`config.mk`:
```
export PLATFORM = sky130hd
export DESIGN_NAME = asdc_regs
export DESIGN_NICKNAME = d
export VERILOG_FILES = /design/src/logic/asdc_pkg.sv /design/src/logic/asdc_steer.sv /design/src/logic/asdc_regs.sv
export SDC_FILE = /design/constraint.sdc
export NUM_CORES = 1
export LEC_CHECK = 0
export BUFFER_PORTS_ARGS = -buffer_cell sky130_fd_sc_hd__buf_2
export CORE_ASPECT_RATIO = 0.75
export CORE_UTILIZATION = 55
export CTS_BUF_LIST = sky130_fd_sc_hd__clkbuf_4
export CTS_CLUSTER_SIZE = 10
export DETAILED_ROUTE_END_ITERATION = 6
export PLACE_DENSITY_LB_ADDON = 0.08
export REMOVE_ABC_BUFFERS = 1
export SLEW_MARGIN = 40
export SYNTH_ARGS = -nofsm -noshare
export SYNTH_HDL_FRONTEND = slang
export SYNTH_SLANG_ARGS = --single-unit
```
`constraint.sdc`:
```
create_clock -name clk_i -period 8.5 [get_ports clk_i]
set_input_delay 1.7 -clock clk_i [delete_from_list [all_inputs] [get_ports clk_i]]
set_output_delay 1.7 -clock clk_i [all_outputs]
set_load 0.1 [all_outputs]
```
`src/logic/asdc_pkg.sv`:
```
// package: register map, reset values, field layout and carriers of the set-point and drive control block
package asdc_pkg;

   // register byte offsets on the wishbone bus
   localparam logic [7:0] ASDC_OFF_MAIN_SETPOINT = 8'h00;
   localparam logic [7:0] ASDC_OFF_SECOND_REF = 8'h04;
   localparam logic [7:0] ASDC_OFF_PERIPH_EN = 8'h08;
   localparam logic [7:0] ASDC_OFF_CAL_WORD = 8'h0C;
   localparam logic [7:0] ASDC_OFF_DEADTIME = 8'h10;
   localparam logic [7:0] ASDC_OFF_ROLE = 8'h14;
   localparam logic [7:0] ASDC_OFF_ABLOCK = 8'h18;

   // reset values
   localparam logic [7:0] ASDC_RST_MAIN_SETPOINT = 8'h00;
   localparam logic [7:0] ASDC_RST_SECOND_REF = 8'h00;
   localparam logic [7:0] ASDC_RST_PERIPH_EN = 8'h00;
   localparam logic [7:0] ASDC_RST_DEADTIME = 8'h00;
   localparam logic [7:0] ASDC_RST_ROLE = 8'h00;
   localparam logic [7:0] ASDC_RST_ABLOCK = 8'h00;

   // driver_peripheral_enable bit positions
   localparam int ASDC_PE_PRI_DRV = 7;
   localparam int ASDC_PE_SEC_DRV = 6;
   localparam int ASDC_PE_PRI_BYP = 5;
   localparam int ASDC_PE_SEC_BYP = 4;
   localparam int ASDC_PE_UNUSED = 3;
   localparam int ASDC_PE_PULLUP = 2;
   localparam int ASDC_PE_PRI_STEER = 1;
   localparam int ASDC_PE_SEC_STEER = 0;
   // writable bits; bit 3 reads zero
   localparam logic [7:0] ASDC_PE_WMASK = 8'hF7;

   // deadtime_code_register: primary code in [7:4], secondary in [3:0]
   localparam int ASDC_DT_PRI_LSB = 4;
   localparam int ASDC_DT_SEC_LSB = 0;

   // topology_role_register: role_select_field in [7:6], feedback mux in [5]
   localparam int ASDC_ROLE_LSB = 6;
   localparam logic [7:0] ASDC_ROLE_WMASK = 8'hE0;

   // analog_block_enable layout; bit 2 reads zero
   localparam int ASDC_AB_DIG_OE = 7;
   localparam int ASDC_AB_DSEL_LSB = 4;
   localparam int ASDC_AB_ANA_OE = 0;
   localparam logic [7:0] ASDC_AB_WMASK = 8'hFB;

   // role codes
   typedef enum logic [1:0] {
      ASDC_ROLE_STANDALONE = 2'h0,
      ASDC_ROLE_MASTER = 2'h1,
      ASDC_ROLE_SLAVE = 2'h2,
      ASDC_ROLE_RESERVED = 2'h3
   } asdc_role_t;

   // digital test select code that has no source
   localparam logic [2:0] ASDC_DSEL_NONE = 3'h7;

   // dead time timing
   localparam int ASDC_CLK_PERIOD_PS = 4000;
   localparam int ASDC_DT_STEP_NS = 16;
   localparam int ASDC_DT_STEP_CYC = (ASDC_DT_STEP_NS * 1000 + ASDC_CLK_PERIOD_PS - 1) / ASDC_CLK_PERIOD_PS;

   // drive-side controls handed to the gate drivers
   typedef struct packed {
      logic pri_enable;
      logic sec_enable;
      logic pri_bypass;
      logic sec_bypass;
      logic [6:0] pri_dead_cyc;
      logic [6:0] sec_dead_cyc;
      logic pullup_enable;
      logic pri_steer_pwm;
      logic sec_steer_pwm;
   } asdc_drive_t;

   // debug pin and test routing
   typedef struct packed {
      logic pin_out;
      logic pin_oe;
      logic ana_to_pin;
      logic ana_to_adc;
   } asdc_debug_t;

   // steering timer inputs
   typedef struct packed {
      logic [7:0] period;
      logic [7:0] duty;
   } asdc_timer_t;

   // register and bus state of the main module
   typedef struct packed {
      logic [7:0] main_setpoint;
      logic [7:0] second_ref;
      logic [7:0] periph_en;
      logic [7:0] deadtime;
      logic [7:0] role;
      logic [7:0] ablock;
      logic ack;
      logic [31:0] rdata;
      logic [2:0] ovp_sync;
      logic ovp;
      asdc_debug_t dbg;
      logic pri_pwm;
      logic sec_pwm;
   } asdc_state_t;

   // steering counter state
   typedef struct packed {
      logic [7:0] count;
      logic pwm;
   } asdc_steer_state_t;

endpackage

```
`src/logic/asdc_steer.sv`:
```
// open-loop steering pwm generator: period and duty from the micro timers
`timescale 1ns/10ps
module asdc_steer
   import asdc_pkg::*;
(
   input wire logic clk_i,
   input wire logic rst_i,
   input wire logic run_i,
   input wire asdc_timer_t timer_i,
   output logic pwm_o
);

   asdc_steer_state_t st;
   asdc_steer_state_t next_st;

   always_comb begin
      next_st = st;
      if (!run_i) begin
         next_st.count = 8'h00;
         next_st.pwm = 1'b0;
      end else begin
         // period counts 0..period, so frequency follows the timer period
         if (st.count >= timer_i.period) begin
            next_st.count = 8'h00;
         end else begin
            next_st.count = st.count + 8'h01;
         end
         next_st.pwm = (next_st.count < timer_i.duty);
      end
   end

   always_ff @(posedge clk_i) begin
      if (rst_i) begin
         st <= '0;
      end else begin
         st <= next_st;
      end
   end

   assign pwm_o = st.pwm;

endmodule // asdc_steer

```
`src/logic/asdc_regs.sv`:
```
// set-point dacs, driver peripheral enable, test mux and wishbone register slave
//
// Contract
// - main set-point register, 8 bits read/write, resets to zero, feeds pedestal dac.
// - read-only 8-bit gain calibration word for the sense amplifier.
// - second reference register, 8 bits read/write, resets zero, no pedestal.
// - second reference reaches its pin only in master role.
// - bit 7 enables the primary gate driver, resets zero.
// - bit 6 enables the secondary gate driver independently, resets zero.
// - per-driver 4-bit dead time code, 16 ns steps from 16 to 256 ns.
// - bits 5 and 4 bypass primary and secondary dead time.
// - bit 3 unimplemented, ignores writes, reads zero.
// - bit 2 enables weak pull-up on the secondary sense pin.
// - bit 1 applies open-loop fixed pwm to primary driver only.
// - bit 0 applies open-loop fixed pwm to secondary driver only.
// - secondary steering pulses only while overvoltage protection is active.
// - with both steering bits set, primary steering wins; software avoids it.
// - steering period from timer_b_period, duty from timer_a_low_byte.
// - digital test output beats analog on the debug pin.
// - analog test signal goes to internal adc when its pin enable is clear.
// - 3-bit digital select picks one of seven signals; code 111 unused.
// - role field 00 stand-alone, 01 master, 10 slave, 11 reserved.
//
// Decided for this implementation: the address map and the Wishbone register port.
`timescale 1ns/10ps
module asdc_regs
   import asdc_pkg::*;
#(
   parameter logic [7:0] AMP_GAIN_CAL_VALUE = 8'h80 // arbitrary factory value, overridden per part
)
(
   input wire logic clk_i,
   input wire logic rst_i,
   // wishbone classic slave
   input wire logic wb_cyc_i,
   input wire logic wb_stb_i,
   input wire logic wb_we_i,
   input wire logic [7:0] wb_adr_i,
   input wire logic [3:0] wb_sel_i,
   input wire logic [31:0] wb_dat_i,
   output logic [31:0] wb_dat_o,
   output logic wb_ack_o,
   // analog side
   input wire logic ovp_active_i,
   input wire logic [6:0] dig_test_i,
   input wire asdc_timer_t timer_i,
   output logic [7:0] main_setpoint_code_o,
   output logic [7:0] second_reference_code_o,
   output logic second_ref_pin_enable_o,
   output logic [1:0] role_select_field_o,
   output asdc_drive_t drive_o,
   output asdc_debug_t debug_o
);

   asdc_state_t st;
   asdc_state_t next_st;
   logic steer_pwm;
   logic steer_run;
   logic wr_now;
   logic [7:0] wr_byte;

   // dead time in clock cycles for one 4-bit code; zero when bypassed
   function automatic logic [6:0] dead_cycles(input logic [3:0] code, input logic bypass);
      logic [6:0] steps;
      steps = {3'h0, code} + 7'h01;
      if (bypass) begin
         dead_cycles = 7'h00;
      end else begin
         dead_cycles = 7'(steps * 7'(ASDC_DT_STEP_CYC));
      end
   endfunction

   // masked byte-lane-0 write merge
   function automatic logic [7:0] merge(input logic [7:0] old, input logic [7:0] din, input logic [7:0] mask);
      merge = (old & ~mask) | (din & mask);
   endfunction

   // read mux, unmapped offsets read zero
   function automatic logic [7:0] read_byte(input asdc_state_t s, input logic [7:0] adr);
      unique case (adr)
         ASDC_OFF_MAIN_SETPOINT: read_byte = s.main_setpoint;
         ASDC_OFF_SECOND_REF: read_byte = s.second_ref;
         ASDC_OFF_PERIPH_EN: read_byte = s.periph_en & ASDC_PE_WMASK;
         ASDC_OFF_CAL_WORD: read_byte = AMP_GAIN_CAL_VALUE;
         ASDC_OFF_DEADTIME: read_byte = s.deadtime;
         ASDC_OFF_ROLE: read_byte = s.role & ASDC_ROLE_WMASK;
         ASDC_OFF_ABLOCK: read_byte = s.ablock & ASDC_AB_WMASK;
         default: read_byte = 8'h00;
      endcase
   endfunction

   // the write lands on the edge that samples ack high
   assign wr_now = wb_cyc_i && wb_stb_i && wb_we_i && st.ack && wb_sel_i[0];
   assign wr_byte = wb_dat_i[7:0];

   // steering counter runs while either steering bit is set
   assign steer_run = st.periph_en[ASDC_PE_PRI_STEER] || st.periph_en[ASDC_PE_SEC_STEER];

   asdc_steer u_steer (
      .clk_i(clk_i),
      .rst_i(rst_i),
      .run_i(steer_run),
      .timer_i(timer_i),
      .pwm_o(steer_pwm)
   );

   always_comb begin
      logic [2:0] dsel;
      logic dig_on;
      logic ana_on;
      logic dig_bit;
      dsel = 3'h0;
      dig_on = 1'b0;
      ana_on = 1'b0;
      dig_bit = 1'b0;
      next_st = st;

      // bus: single-cycle registered ack, dropped the cycle after
      next_st.ack = wb_cyc_i && wb_stb_i && !st.ack;
      if (wb_cyc_i && wb_stb_i && !st.ack) begin
         next_st.rdata = {24'h000000, read_byte(st, wb_adr_i)};
      end

      if (wr_now) begin
         unique case (wb_adr_i)
            ASDC_OFF_MAIN_SETPOINT: begin
               next_st.main_setpoint = wr_byte;
            end
            ASDC_OFF_SECOND_REF: begin
               next_st.second_ref = wr_byte;
            end
            ASDC_OFF_PERIPH_EN: begin
               // bit 3 is never stored
               next_st.periph_en = merge(st.periph_en, wr_byte, ASDC_PE_WMASK);
            end
            ASDC_OFF_DEADTIME: begin
               next_st.deadtime = wr_byte;
            end
            ASDC_OFF_ROLE: begin
               next_st.role = merge(st.role, wr_byte, ASDC_ROLE_WMASK);
            end
            ASDC_OFF_ABLOCK: begin
               next_st.ablock = merge(st.ablock, wr_byte, ASDC_AB_WMASK);
            end
            default: begin
               // calibration word and unmapped offsets ignore writes
               next_st.rdata = st.rdata;
            end
         endcase
      end

      // overvoltage flag comes from an analog comparator: three flops,
      // a change is taken once the second and third agree
      next_st.ovp_sync = {st.ovp_sync[1:0], ovp_active_i};
      if (st.ovp_sync[1] == st.ovp_sync[2]) begin
         next_st.ovp = st.ovp_sync[2];
      end

      // steering gating; primary dominates when both are set
      next_st.pri_pwm = st.periph_en[ASDC_PE_PRI_STEER] && steer_pwm;
      next_st.sec_pwm = st.periph_en[ASDC_PE_SEC_STEER] && !st.periph_en[ASDC_PE_PRI_STEER]
                        && st.ovp && steer_pwm;

      // debug pin routing
      dsel = st.ablock[ASDC_AB_DSEL_LSB +: 3];
      dig_on = st.ablock[ASDC_AB_DIG_OE];
      ana_on = st.ablock[ASDC_AB_ANA_OE];
      if (dsel == ASDC_DSEL_NONE) begin
         dig_bit = 1'b0;
      end else begin
         dig_bit = dig_test_i[dsel];
      end
      next_st.dbg.pin_out = dig_on && dig_bit;
      next_st.dbg.pin_oe = dig_on;
      next_st.dbg.ana_to_pin = ana_on && !dig_on;
      next_st.dbg.ana_to_adc = !ana_on;
   end

   always_ff @(posedge clk_i) begin
      if (rst_i) begin
         st <= '0;
         st.main_setpoint <= ASDC_RST_MAIN_SETPOINT;
         st.second_ref <= ASDC_RST_SECOND_REF;
         st.periph_en <= ASDC_RST_PERIPH_EN;
         st.deadtime <= ASDC_RST_DEADTIME;
         st.role <= ASDC_RST_ROLE;
         st.ablock <= ASDC_RST_ABLOCK;
      end else begin
         st <= next_st;
      end
   end

   // bus outputs
   assign wb_ack_o = st.ack;
   assign wb_dat_o = st.rdata;

   // dac codes straight from the registers, so they move on the write edge
   assign main_setpoint_code_o = st.main_setpoint;
   assign second_reference_code_o = st.second_ref;
   assign role_select_field_o = st.role[ASDC_ROLE_LSB +: 2];
   // slave and reserved codes keep the reference off the pin as well
   assign second_ref_pin_enable_o = (st.role[ASDC_ROLE_LSB +: 2] == ASDC_ROLE_MASTER);

   // gate driver controls
   assign drive_o.pri_enable = st.periph_en[ASDC_PE_PRI_DRV];
   assign drive_o.sec_enable = st.periph_en[ASDC_PE_SEC_DRV];
   assign drive_o.pri_bypass = st.periph_en[ASDC_PE_PRI_BYP];
   assign drive_o.sec_bypass = st.periph_en[ASDC_PE_SEC_BYP];
   assign drive_o.pri_dead_cyc = dead_cycles(st.deadtime[ASDC_DT_PRI_LSB +: 4],
                                             st.periph_en[ASDC_PE_PRI_BYP]);
   assign drive_o.sec_dead_cyc = dead_cycles(st.deadtime[ASDC_DT_SEC_LSB +: 4],
                                             st.periph_en[ASDC_PE_SEC_BYP]);
   assign drive_o.pullup_enable = st.periph_en[ASDC_PE_PULLUP];
   assign drive_o.pri_steer_pwm = st.pri_pwm;
   assign drive_o.sec_steer_pwm = st.sec_pwm;

   assign debug_o = st.dbg;

endmodule // asdc_regs

```
---- Yosys cells after proc, flatten, opt, wreduce, memory -nomap -nowiden ----
Cells that the tools add are included.
word-level totals
  output and inout port bits .............. 77
  word-level logic and storage cells ...... 74
  register bits after elaboration ......... 100
cells by class
  mux-type cells .......................... 11
  reduce and logical (&&, ||, !) cells .... 25
  $lt $le $gt $ge ......................... 3
  $add $sub $neg .......................... 3
  bitwise operators ....................... 4
  equal/unequal tests ..................... 10
operator list
  cell                   number
  $mux W32               3
  $pmux W8 S7            1
  $eq A8 B5 Y1 const B   3
  $eq A8 B4 Y1 const B   2
  $mux W8                2
  $mux W7                2
  $reduce_and A2 Y1      6
  $logic_and A1 B1 Y1    11
  $add A4 B1 Y5 const B  2
  $add A8 B1 Y8 const B  1
  $eq A8 B3 Y1 const B   1
  $ge A8 B8 Y1           1
  $logic_not A8 Y1       1
  $lt A8 B8 Y1           1
  $or A3 B8 Y8           1
  $or A4 B8 Y8           1
  $or A5 B8 Y8           1
  $reduce_or A6 Y1       1
  $logic_not A1 Y1       4
  $lt A3 B4 Y1 const B   1
  $bmux W1 S3            1
  $eq A3 B3 Y1 const B   1
  $eq A2 B1 Y1 const B   1
  $mux W1                2
  5 further kinds        5

---- Logic depth before layout (Yosys ltp) ----
Gate-level depths: netlist of the first run.
  depth after elaboration ................. 5
  gate-level depth with buffers ........... 11
  mapped depth without buffers ............ 11

---- Hierarchy ----
A second synthesis of the first run with hierarchy kept.
unflattened totals
  cell total of the unflattened synthesis .. 430
  area total of the unflattened synthesis .. 4042.6 um^2
by module, submodules not included
  module      sequential area each (um^2)  cells an instance  instances  area an instance (um^2)
  asdc_regs   1201.2                       338                1          3265.6
  asdc_steer  180.2                        92                 1          777.0

---- Worst setup path before layout of the first run ----
No wires, ideal clock.
  path kind ............................... input to register
  from .................................... input port timer_i[15] (netlist bit)
  to ...................................... register u_steer.st (netlist bit u_steer.pwm_o)
  setup slack ............................. 4650 ps
  data required time ...................... 8375 ps
  path buffers ............................ 0
  arrival time ............................ 3724 ps
  cell stages on the path ................. 10
  cell sequence ........................... inv_1 -> ha_1 -> nand4_1 -> o31ai_2 -> nor2_1 -> ha_1 -> nand3_1 -> or2_2 -> o221a_2 -> o41a_1
between the ends
  word-level cells in the longest chain between the ends .. 4
ends and longest elaborated chain
  element               RTL line          text
  start, declared       asdc_regs.sv:46   input wire asdc_timer_t timer_i,
  $ge A8 B8 Y1          asdc_steer.sv:23  if (st.count >= timer_i.period) begin
  $mux W8               asdc_steer.sv:23
  $mux W8               asdc_steer.sv:18  if (!run_i) begin
  $lt A8 B8 Y1          asdc_steer.sv:28  next_st.pwm = (next_st.count < timer_i.duty);
  end signal, assigned  asdc_steer.sv:36  st <= next_st;
  end, declared         asdc_steer.sv:13  asdc_steer_state_t st;
No other way between the ends. The select of a mux whose other input is x is not followed.
A chain may end at the register's enable or synchronous reset.

---- Worst setup path after layout of the first run ----
Ends and elaborated chain as after synthesis.

==> results.md, run 1 <==
- In the post-synthesis netlist, the biggest area contributors are sky130_fd_sc_hd__dfxtp_1 (34%), sky130_fd_sc_hd__buf_4 (12%), sky130_fd_sc_hd__mux2i_1 (11%), sky130_fd_sc_hd__nand2b_1 (7.7%), sky130_fd_sc_hd__ha_1 (5.5%).
- The flow ran to the end, and the final reports show no timing, DRC or antenna violations.
- In this run the power spent charging and discharging nets is 191 uW.
- Setup violations remaining at the end of the flow were counted as 0.
- Once detail routing completed, the nets flagged for antenna violations numbered 0.
- The mapped netlist covers 0.00406 mm^2.
- The final worst-path cycle share is 45.1%.
- The final cell area excluding filler cells is roughly 0.0043 mm^2.
- The vertical die dimension is approximately 76 um.
- In this run, the clock network consumes 28.9% of the power.
- Summed over all layers, the routed wires come to between 8000 and 9000 um.
- The biggest area contributor in the post-synthesis netlist is sky130_fd_sc_hd__dfxtp_1.
- The wire-length estimate of the detail-placed layout is 5980 um.
- Routability-driven placement finished with a final weighted congestion of 0.788.
- The CTS tree is built.
- The first global-routing pass estimated between 10000 and 15000 um of wire.
- The total via count after detailed routing is 2931.
- The type of the setup path with the least slack is in -> reg.
- The total internal power is between 400 and 500 uW.
- The number of register bits inferred by synthesis is 69.
- The number of max-slew violations in the final report is 0.
- Data on the critical path is required at its endpoint by just under 9 ns.
- The residual DRC count is 0.
- The via count normalized by instance count is 5.04.
- The count of endpoints failing hold in the final timing report is 0.
- The area growth from synthesis to layout is 5.73%.
- The via count of the first global-routing pass is 2582.
- The number of placement rows is 26.
- The nature of the critical path endpoint is a flip-flop.
- The first-pass detailed-route iteration total is 4.
- The depth of the CTS H-tree is 3.
- The die footprint is 0.00773 mm^2.
- The tree built by TritonCTS fans out to 69 sinks.
- The routed design uses 424 um of met3 wire.
- The time the worst path needs with I/O delays and setup is 3.84 ns.
- The post-layout utilization of the core is roughly three fifths.
- The share of total power dissipated in combinational logic is 16.5%.
- The total number of yosys warnings is 0.
- 0 antenna diodes ended up in the layout.
- Along the worst path, the maximum fanout reaches 8.
- The placed instance area is 0.00418 mm^2.
- Summed over all cells, the static leakage comes to 2.21 nW.
- The die outline width is 101 um.
- The count of pins on the block boundary is 150.
- The number of buffers created by CTS is 9.
- Averaged over all synthesized cells, the footprint is 9.49 um^2.
- The layout has 622 filler cells.
- Data on the critical path arrives at its endpoint at 4.12 ns.
- Once the clock tree was built, the setup fixing pass inserted 0 buffers.
- The detailed-routing wirelength on met1 is 4170 um.
- The total routing usage reported by global routing is a little over a fifth.
- The root buffer cell is sky130_fd_sc_hd__clkbuf_4.
- Synthesis produced a netlist whose cell count is 428.
- The number of different library cells in the post-synthesis netlist is 54.
- After global routing the overflow that remains totals 0.
- The initial cell density of the core is 58.3%.
- The number of gates resized after CTS is 0.
- In this run the tightest slew margin relative to its limit is 54.8%.
- For this design, the CTS-stage hold fixing added 0 buffers.
- Clock-pin slew was measured on the worst setup and hold paths at 0.11 ns.
- The sequential share of the synthesized area is approximately 34%.
- The insertion delay of the later-clocked pin in the worst-skew pair is 0.40 ns.
- The violation count after the first detailed-route iteration is 124.
- The share of cells above drive strength 1 is 26.2%.
- The maximum clock skew at final layout is just under 0.01 ns.
- Counting flops with an async set or reset pin after synthesis yields a share of 0%.
- The most common flop cell mapped by yosys is sky130_fd_sc_hd__dfxtp_1.
- The top layer reached by signal wires is met4.
- Summed over all failing endpoints, the final setup total negative slack is 0 ns.
- At the end of the flow, the number of nets in the layout was 570.
- The largest net degree at the start of global routing is between 60 and 70.
- STA classifies the critical path startpoint as a primary input.
- The tool flagged a number of max-cap violations equal to 0.
- The pin slew with the least headroom to its limit is 0.675 ns.
- The share of synthesized area in the top cell type comes to around a third.
- For this run, the top clock speed supported by timing is 261 MHz.
- The completed layout was analyzed and its total power is 594 uW.
- No sink is reached through more buffers than the 2 on the longest clock path.
- Across the VDD grid, the largest voltage drop is 0.0859 mV.
- The worst hold-check path type is reg -> reg.
- Buffers placed on the I/O ports in this run total 94.
- Summed over all nets, wire length on met2 after detailed routing comes to 3370 um.
- The cell area power density is 138 mW/mm^2.
- The core region area is 0.00696 mm^2.
- Setup repair after global routing left no endpoint under its margin.
- The number of flops mapped to enable cells by yosys is 0.
- The power share of the sequential group is 54.6%.
- The wire length per cell after detailed routing is ~14 um.
- Net switching is 32.1% of the power.
- The initial antenna violation count is 0.
## path summary, 6_finish.rpt
kind	slack (ns)	startpoint	cells past startpoint	endpoint
setup / recovery	4.66	timer_i[15]	11	u_steer.pwm_o
hold reg to reg	0.46	next_st[8]	1	next_st[9]
hold / removal	0.46	next_st[8]	1	next_st[9]
setup reg to reg	5.57	u_steer.st[1]	11	u_steer.pwm_o
## layout make-up
type                    count  area [um^2]  share of cell area (%)
clock inverters             6         30.0                   0.700
flip-flops and latches     69         1380                    32.2
inverters                  19         71.3                    1.66
multi-input cells         285         2130                    49.7
well taps                  98          123                    2.86
repair buffers             95          478                    11.1
clock buffers              10         75.1                    1.75
## power by group through the flow
stage                     Clock [mW]  Combinational, mW  Sequential (mW)
after floorplan                    0             0.0728            0.335
after global placement             0             0.0969            0.332
after CTS                      0.176             0.0980            0.325
final                          0.172             0.0981            0.325
after global routing           0.192              0.104            0.325
after detailed placement           0             0.0978            0.332
## worst max-delay path, stage by stage
cell and delay (ns):
sky130_fd_sc_hd__buf_2 0.07, sky130_fd_sc_hd__inv_1 0.03, sky130_fd_sc_hd__ha_1 0.32, sky130_fd_sc_hd__nand4_1 0.16, sky130_fd_sc_hd__o31ai_2 0.62, sky130_fd_sc_hd__nor2_1 0.12
sky130_fd_sc_hd__ha_1 0.32, sky130_fd_sc_hd__nand3_1 0.11, sky130_fd_sc_hd__or2_2 0.32, sky130_fd_sc_hd__o221a_2 0.24, sky130_fd_sc_hd__o41a_1 0.11
## logic make-up (layout without fill, tap and decap cells)
family,after synthesis,in the layout,synth area share [%]
simple gates,134,134,19.3
buf+inv,101,130,16.2
flops,69,69,34.0
mux,54,54,15.2
compound gates,41,41,7.52
fa+ha+maj,18,18,5.55
xor+xnor,10,10,2.16
other cells,1,28,0.0924
## sequential cells by signal (all words and copies together), names as in the netlist, 2 cells and up
register / count
next_st: 3
debug_o: 4
wb_dat_o: 8
drive_o: 7
main_setpoint_code_o: 8
st: 19
u_steer.st: 8
second_reference_code_o: 8
role_select_field_o: 2
## metal layers
layer,up-vias,track usage [%]
met5,-,0
met1,1361,32.7
met4,0,6.09
li1,1466,-
met3,7,5.05
met2,97,31.4
## stage by stage
| stage | hold WS, ns | setup slack [ns] | cells |
|---|---|---|---|
| final | 0.457 | 4.66 | 582 |
| after global routing | 0.475 | 4.53 | 582 |
| after CTS | 0.463 | 4.68 | 582 |
| after detailed placement | 0.440 | 4.25 | 566 |
| after global placement | 0.434 | 4.29 | 566 |
| after floorplan | 0.414 | 4.39 | 373 |
## cells in the final DEF, fill, tap and decap left out, drive strengths merged, types with 3 or more instances in the layout
cell,instances
nand4b,3
and3,5
nor2,31
nand3,11
a21oi,6
nand2,12
xnor2,3
xor2,7
a21o,3
o21ai,11
nand2b,51
dfxtp,69
a22oi,5
clkinv,4
inv,19
conb,28
nand4,3
nor2b,6
ha,18
buf,95
mux2i,46
nor3,3
mux4,6
clkbuf,10
## cells in the mapped netlist, types with 3 or more instances
cell type                   n
sky130_fd_sc_hd__dfxtp_1   69
sky130_fd_sc_hd__buf_4     66
sky130_fd_sc_hd__nand2b_1  50
sky130_fd_sc_hd__mux2i_1   46
sky130_fd_sc_hd__nor2_1    31
sky130_fd_sc_hd__inv_1     19
sky130_fd_sc_hd__ha_1      18
sky130_fd_sc_hd__nand2_1   11
sky130_fd_sc_hd__nand3_1   11
sky130_fd_sc_hd__o21ai_0   11
sky130_fd_sc_hd__xor2_1     7
sky130_fd_sc_hd__a21oi_1    6
sky130_fd_sc_hd__buf_2      6
sky130_fd_sc_hd__clkbuf_1   6
sky130_fd_sc_hd__mux4_2     6
sky130_fd_sc_hd__nor2b_1    6
sky130_fd_sc_hd__a22oi_1    5
sky130_fd_sc_hd__and3_1     5
sky130_fd_sc_hd__a21o_1     3
sky130_fd_sc_hd__buf_6      3
sky130_fd_sc_hd__nand4b_1   3
sky130_fd_sc_hd__xnor2_1    3
Power figures use the tool's default switching activity.
==> run 2, diff against run 1 <==
Settings changed: CORE_UTILIZATION 55 to 46.
Clock period 8.5 ns to 3.5 ns, I/O delays scaled along.
==> results.md, run 2 (same netlist as run 1, synthesis figures left out) <==
- The count of endpoints failing hold in the final timing report is 0.
- The remaining global-route overflow is 0.
- The global-route wire length before repair is 13700 um.
- The routed design has 8390 um of wire.
- Walking the worst path, the cells encountered are inv_1 > ha_1 > nand2b_4 > a2111oi_4 > o31ai_2 > nor2_1 > ha_1 > nand3_1 > or2_2 > o221a_2 > o41a_1.
- The nature of the critical path endpoint is a flip-flop.
- Counting the buffers created by CTS gives 9.
- The critical path is of the reg -> reg type.
- After layout, the minimum clock period comes to 2.93 ns.
- The biggest fanout along the worst timing path is 8.
- The flow ran to the end, and the final reports show no timing, DRC or antenna violations.
- The number of gates resized after CTS is 0.
- The largest stage delay on the critical path is around 0.55 ns.
- The count of buffers added by post-CTS timing repair for setup is 0.
- Across the run, the number of max-cap violations was 0.
- In the routed layout, each cell is associated on average with a via count of 4.98.
- In this run the static leakage power is 2.21 nW.
- Measured along the x axis, the die boundary spans 110 um.
- The min-delay analysis places its worst path in the category reg -> reg.
- The count of nets left with antenna violations once routing finished came out at 0.
- The critical path buffer and inverter count is 1.
- The count of pins on the block boundary is 150.
- The number of nets in the layout is 571.
- The completed layout was analyzed and its total power is around 1.5 mW.
- The vertical die dimension is 83.4 um.
- CTS saw just under 70 sinks.
- The root buffer cell is sky130_fd_sc_hd__clkbuf_4.
- For the worst setup path, the data required time is 3.81 ns.
- The initial antenna violation count is 0.
- The floorplan has 29 rows.
- The library cell used most frequently in the layout, excluding fill and tap cells, is sky130_fd_sc_hd__buf_2.
- The arrival time reported for the critical path endpoint is 3.24 ns.
- The area overhead of the layout relative to synthesis is 6.19%.
- The pin slew with the least headroom to its limit is approximately 0.69 ns.
- In the finished design, the share of the clock period the worst path needs comes to 83.7%.
- The share of cells above drive strength 1 is between 20% and 30%.
- The remaining max-slew budget at the tightest pin is about 53%.
- The largest register by flop count is st.
- The register with the most flip-flops in the layout has 19 of them.
- For this design the ratio of total power to cell area is 339 mW/mm^2.
- Setup repair after global routing left no endpoint under its margin.
- The die covers 0.00921 mm^2.
- The clock transition at the registers of the reported paths is ~0.11 ns.
- The worst IR drop on VDD is 0.196 mV.
- For this run, design rule violations remaining after detail routing come to 0.
- The buffer depth of the longest clock path is 2.
- The slowest stage of the critical path belongs to the cell sky130_fd_sc_hd__o31ai_2.
- The region available for standard cell placement spans 0.00853 mm^2.
- Once the floorplan was initialized, standard cells occupied approximately 48% of the core.
- The first detailed-routing pass ran for 4 iterations.
- Leaving out fill and tap cells, the most frequent cells in the layout are sky130_fd_sc_hd__buf_2 (94), sky130_fd_sc_hd__dfxtp_1 (69), sky130_fd_sc_hd__nand2b_1 (50).
- The total via count after detailed routing is 2956.
- The maximum clock skew at final layout is 0.0190 ns.
- The worst setup path is launched from a flip-flop.
- The via count of the first global-routing pass came to 2719.
- The total routing usage reported by global routing is 19.0%.
- In this design, the critical path's most frequently occurring cell is sky130_fd_sc_hd__ha_1.
- The final hold slack is 0.445 ns.
- Once detailed placement completed, the half-perimeter wirelength came to approximately 6300 um.
- The insertion delay of the later-clocked pin in the worst-skew pair is 0.42 ns.
- In this design, the largest share of critical-path delay is due to compound AO/OA/AOI/OAI gates.
- The post-layout utilization of the core is 50.6%.
- The depth of the CTS H-tree is 3.
- Port buffering added 94 buffers.
- TritonCTS built the clock tree.
- The congestion estimate from routability-driven global placement came to 0.770.
- Buffers inserted to repair hold after CTS numbered 0.
- The number of max-slew violations in the final report is 0.
- The largest net degree at the start of global routing is 43.
- The sum of negative setup slack is 0 ns.
- In the final routed layout, each cell accounts on average for 14.1 um.
- 0 antenna diodes ended up in the layout.
- The highest achievable clock rate is roughly 340 MHz.
- The number of inserted filler cells in the final layout is 830.
- The violation count after the first detailed-route iteration is 168.
- The final setup violation count is 0.
==> run 2: changes by cell type in the layout (fill, tap and decap cells not counted) <==
cell | before | now
sky130_fd_sc_hd__clkinv_2 | 0 | 1
sky130_fd_sc_hd__clkbuf_4 | 10 | 11
sky130_fd_sc_hd__nor3_2 | 0 | 1
sky130_fd_sc_hd__buf_4 | 1 | 2
sky130_fd_sc_hd__clkinv_1 | 4 | 2
sky130_fd_sc_hd__nor3_4 | 1 | 0
==> run 2: per-layer routing <==
layer / share of wire [%] / track usage (%) / vias up
met2: 40 / 27.2 / 114
met3: 6.7 / 4.82 / 8
met1: 52 / 28.0 / 1359
li1: - / - / 1475
met4: 1.1 / 5.45 / 0
met5: 0 / 0 / -
==> run 2: area by class of cell <==
cell class / count / area [um^2] / share of cell area [%]
Multi-Input combinational cell: 285 / 2130 / 49.4
Clock buffer: 11 / 82.6 / 1.92
Sequential cell: 69 / 1380 / 32.0
Inverter: 19 / 71.3 / 1.65
Clock inverter: 5 / 27.5 / 0.638
Timing Repair Buffer: 96 / 485 / 11.3
Tap cell: 108 / 135 / 3.13
==> run 2: final timing paths <==
| kind | start | to | slack, ns | cells after the start |
|---|---|---|---|---|
| setup / recovery | u_steer.st[1] | u_steer.pwm_o | 0.57 | 11 |
| hold / removal | next_st[8] | next_st[9] | 0.45 | 1 |
| setup reg to reg | u_steer.st[1] | u_steer.pwm_o | 0.57 | 11 |
| hold reg to reg | next_st[8] | next_st[9] | 0.45 | 1 |
==> run 2: metrics by stage <==
step / cell area [um^2] / worst slack [ns] / cells
after floorplan: 3580 / 0.392 / 373
after global placement: 4200 / 0.290 / 577
after detailed placement: 4200 / 0.223 / 577
after CTS: 4310 / 0.582 / 593
after global routing: 4310 / 0.405 / 593
final: 4310 / 0.571 / 593
==> run 2: where the power goes <==
group	total [mW]	internal (mW)	switching, mW
registers	0.788	0.787	0.00102
clock network	0.437	0.156	0.281
logic	0.238	0.0487	0.190
==> run 3, diff against run 2 <==
Settings changed: ABC_AREA set to 1.
Clock period 3.5 ns to 2.51 ns, I/O delays scaled along.
==> results.md, run 3 <==
- The final layout contains 693 nets.
- The die is 81.4 um tall.
- The root buffer cell is sky130_fd_sc_hd__clkbuf_4.
- The library cell occupying the most area in the post-synthesis netlist is sky130_fd_sc_hd__dfxtp_1.
- The number of sinks handled by clock tree synthesis is 69.
- The type of the setup path with the least slack is reg -> reg.
- The most critical setup path has its startpoint at u_steer.st[8].
- Global routing used 22.0% of the available tracks.
- The number of different library cells in the post-synthesis netlist is 36.
- The static leakage is 2.08 nW.
- The count of buffers added by post-CTS timing repair for setup is 0.
- The residual DRC count is 0.
- The depth of the CTS H-tree is 3.
- The first-pass detailed-route iteration total is 4.
- The sequential share of the synthesized area is 35.7%.
- After Yosys synthesis, and, or, nand and nor cells account for a little over a fifth of the synthesized area.
- The proportion of netlist area held by the largest area contributor is 35.7%.
- The number of buffers inserted by port buffering is 94.
- The remaining antenna violation count is 0.
- The cell area after synthesis is 0.00387 mm^2.
- The die footprint is 0.00879 mm^2.
- The first global-routing pass estimated 14400 um of wire.
- In the post-route analysis, the smallest setup slack over all paths is 0.243 ns.
- Of the available clock period, the critical path in the final layout requires 90.3%.
- For this run, the number of Yosys warnings is 0.
- The startpoint identified for the worst hold timing path is ovp_active_i.
- Buffers inserted to repair hold after CTS numbered 0.
- The layout has 791 filler cells.
- Walking the worst path, the cells encountered are ha_1 > a21o_1 > nor2_1 > nand3_2 > nor2_1 > ha_1 > a21oi_1 > nor2_1 > a2111o_1 > a21oi_1.
- Clock-pin slew was measured on the worst setup and hold paths at 0.11 ns.
- In the final routed layout, each cell accounts on average for 13.0 um.
- The arrival time reported for the critical path endpoint is 2.63 ns.
- Yosys mapped a number of flops with a built-in enable equal to 0.
- The largest net degree at the start of global routing is 25.
- The library cell used most frequently in the layout, excluding fill and tap cells, is sky130_fd_sc_hd__buf_2.
- The register with the most flip-flops in the layout has 19 of them.
- The multiplexer share of the synthesized area is 0%.
- In the post-synthesis netlist, the biggest area contributors are sky130_fd_sc_hd__dfxtp_1 (36%), sky130_fd_sc_hd__buf_4 (13%), sky130_fd_sc_hd__nor2_1 (7.3%), sky130_fd_sc_hd__inv_1 (6.5%), sky130_fd_sc_hd__o21ai_0 (6.1%).
- At the later pin of the worst-skew pair, clock insertion delay measures 0.42 ns.
- The total via count after detailed routing is roughly 3.4k.
- The buffer depth of the longest clock path is 2.
- The number of placement rows is 28.
- The dominant cell type by count on the critical path is sky130_fd_sc_hd__nor2_1.
- The per-instance average area after synthesis is 7.21 um^2.
- The cell type group with the largest total delay on the critical path is compound AO/OA/AOI/OAI gates.
- The sum of net half-perimeters after detailed placement is 7210 um.
- The final cell area excluding filler cells is approximately 0.0043 mm^2.
- Timing would allow up to about 440 MHz.
- The biggest fanout along the worst timing path is 5.
- The flow ran to the end, and the final reports show no timing, DRC or antenna violations.
- The nature of the critical path endpoint is a flip-flop.
- After detailed routing, the number of vias per cell comes to 4.80.
- VDD sags by at most around 0.29 mV.
- Leaving out filler cells and counting taps, the final layout contains 712.
- The worst setup slack before clock tree synthesis is -0.0877 ns.
- For this design the top-level I/O count stands at 150.
- The placed instance area is 0.00410 mm^2.
- In the layout the commonest cells are sky130_fd_sc_hd__buf_2 (94), sky130_fd_sc_hd__nor2_1 (74), sky130_fd_sc_hd__dfxtp_1 (69).
- More flip-flops sit in one register than any other, and that register is st.
- sky130_fd_sc_hd__nor2_1 is the most common cell in the netlist.
- The number of cells on the worst reg-to-reg path is 10.
- The compound-gate portion of the synthesized area is roughly 15%.
- The violation count after the first detailed-route iteration is 117.
- Setup repair after global routing left no endpoint under its margin.
- The switching portion of total power is between 20% and 30%.
- The standard cell with the maximum stage delay on the critical path is sky130_fd_sc_hd__dfxtp_1.
- STA classifies the critical path startpoint as a flip-flop.
- The path with the worst hold slack has its endpoint at next_st[8].
- The initial cell density of the core is 48.3%.
- The via count of the first global-routing pass was 2804.
- The count of endpoints failing hold in the final timing report is 0.
- The number of cells after detailed placement is 696.
- The die is about 110 um wide.
- In the synthesized netlist, the number of instances is 537.
- The number of max-slew violations in the final report is 0.
- The number of cells traversed by the worst hold path is 3.
- The critical path buffer and inverter count is 0.
- Global routing finished with a remaining overflow of 0.
- The number of clock buffers added by TritonCTS is 9.
- The share of synthesized flip-flops with an asynchronous set or reset is 0%.
- Summing the areas of all fa, ha and maj instances in the mapped netlist gives 5.82% of the synthesized area.
- The post-synthesis share of cell area spent on xor and xnor gates is less than 1%.
- Synthesis inferred just under 70 register bits.
- The final hold slack is between 0.2 and 0.3 ns.
- Dividing total power by cell area gives a power density of 520 mW/mm^2.
- The endpoint identified for the worst register-to-register timing path is u_steer.pwm_o.
- The worst hold-check path type is in -> reg.
- The largest stage delay on the critical path is approximately 0.34 ns.
- The endpoint required time on the critical path is 2.87 ns.
- In the synthesized netlist the dominant register cell turns out to be sky130_fd_sc_hd__dfxtp_1.
- After synthesis, the largest family of logic cells by area is simple AND/OR/NAND/NOR gates.
- Across all register-to-register paths, the minimum setup slack is 0.24 ns.
- The internal power of the cells totals between 1.5 and 2 mW.
- In the synthesized netlist, the cells that appear most often are sky130_fd_sc_hd__nor2_1 (75), sky130_fd_sc_hd__dfxtp_1 (69), sky130_fd_sc_hd__inv_1 (67).
- The initial antenna violation count came to 0.
- The final setup violation count is 0.
- The area overhead of the layout relative to synthesis is 9.95%.
- Registers take 0.00138 mm^2.
- For this design the total switching power over the nets is 661 uW.
- The repair_antennas step left the layout with diodes totalling 0.
- The clock share of power is a little over a third.
- The clock arrives with 0.00785 ns of skew.
- The fraction of power consumed by combinational cells is 14.2%.
- Routability-driven placement finished with a final weighted congestion of 0.819.
- The CTS tree is built.
- The smallest clock period supported by the final layout is computed as 2.27 ns.
- The start of the worst register-to-register path is u_steer.st[8].
- Summing all multi-input logic gate instances after layout gives 0.00178 mm^2.
- In this run, flip-flops and latches consume 49.7% of the power.
- The share of cells above drive strength 1 is between 20% and 30%.
- After detailed routing, the total wire length is 9280 um.
- The max-capacitance violation count is 0.
- In this run the standard cell core region covers 0.00802 mm^2.
-- run 3: cell types whose count changed after synthesis, sizes merged, moves of 5 or more --
cell / delta
a22oi: -5
mux2i: -46
o21ai: +42
o22ai: +7
nand2b: -51
nor3: +10
nor2b: -6
inv: +58
a21oi: +35
buf: -9
nor2: +55
nand2: +51
mux4: -6
-- run 3: cell type report --
| type | instances | area share [%] |
|---|---|---|
| multi-input combinational | 343 | 41.7 |
| sequential | 69 | 32.5 |
| timing repair buffer | 101 | 12.3 |
| inverter | 78 | 6.88 |
| tap | 105 | 3.09 |
| clock inverter | 6 | 1.82 |
| clock buffer | 10 | 1.76 |
-- run 3: worst max-delay path by stage --
stage                     depth (start not counted)  slack (ns)             to
after floorplan                                   1       -1.03     drive_o[7]
after global placement                           12       -0.05  u_steer.pwm_o
after detailed placement                         12       -0.09  u_steer.pwm_o
after CTS                                        10        0.19  u_steer.pwm_o
after global routing                             10        0.06  u_steer.pwm_o
final                                            10        0.24  u_steer.pwm_o
-- run 3: worst min-delay path: stages --
cell                     delay (ns)
sky130_fd_sc_hd__buf_2         0.07
sky130_fd_sc_hd__inv_1         0.04
sky130_fd_sc_hd__nor2_1        0.06
-- run 3: timing repair --
item	4_1_cts	5_1_grt
gates resized for setup	0	2
endpoints found under the setup margin	0	1
endpoints found under the hold margin	0	0
-- run 3: per-stage QoR --
step / setup TNS (ns) / utilization (%) / total power [mW]
2_1_floorplan: -4.27 / - / 1.37
3_3_place_gp: -0.0469 / 51.1 / 1.43
3_5_place_dp: -0.0877 / 51.1 / 1.44
4_1_cts: 0 / 53.0 / 2.23
5_1_grt: 0 / 53.1 / 2.31
6_report: 0 / 53.1 / 2.21
-- run 3: kinds of logic (layout without fill, tap and decap cells) --
family / Yosys count / after routing
compound gates: 109 / 109
other cells: 1 / 28
xor+xnor: 3 / 3
buf+inv: 152 / 195
simple gates: 185 / 185
flops: 69 / 69
fa+ha+maj: 18 / 18
-- run 3: routing by layer --
layer / track usage, % / routed length, um / vias up
met5: 0 / 0 / -
met3: 5.08 / 768 / 12
met2: 30.2 / 3570 / 141
met4: 5.75 / 94 / 0
li1: - / - / 1767
met1: 33.7 / 4850 / 1497
-- run 3: power by group through the flow --
stage               clock, mW  combinational (mW)  sequential (mW)
floorplan                   0               0.232             1.14
global placement            0               0.310             1.12
detailed placement          0               0.312             1.12
CTS                     0.817               0.313             1.10
global route            0.870               0.334             1.10
finish                  0.800               0.314             1.10
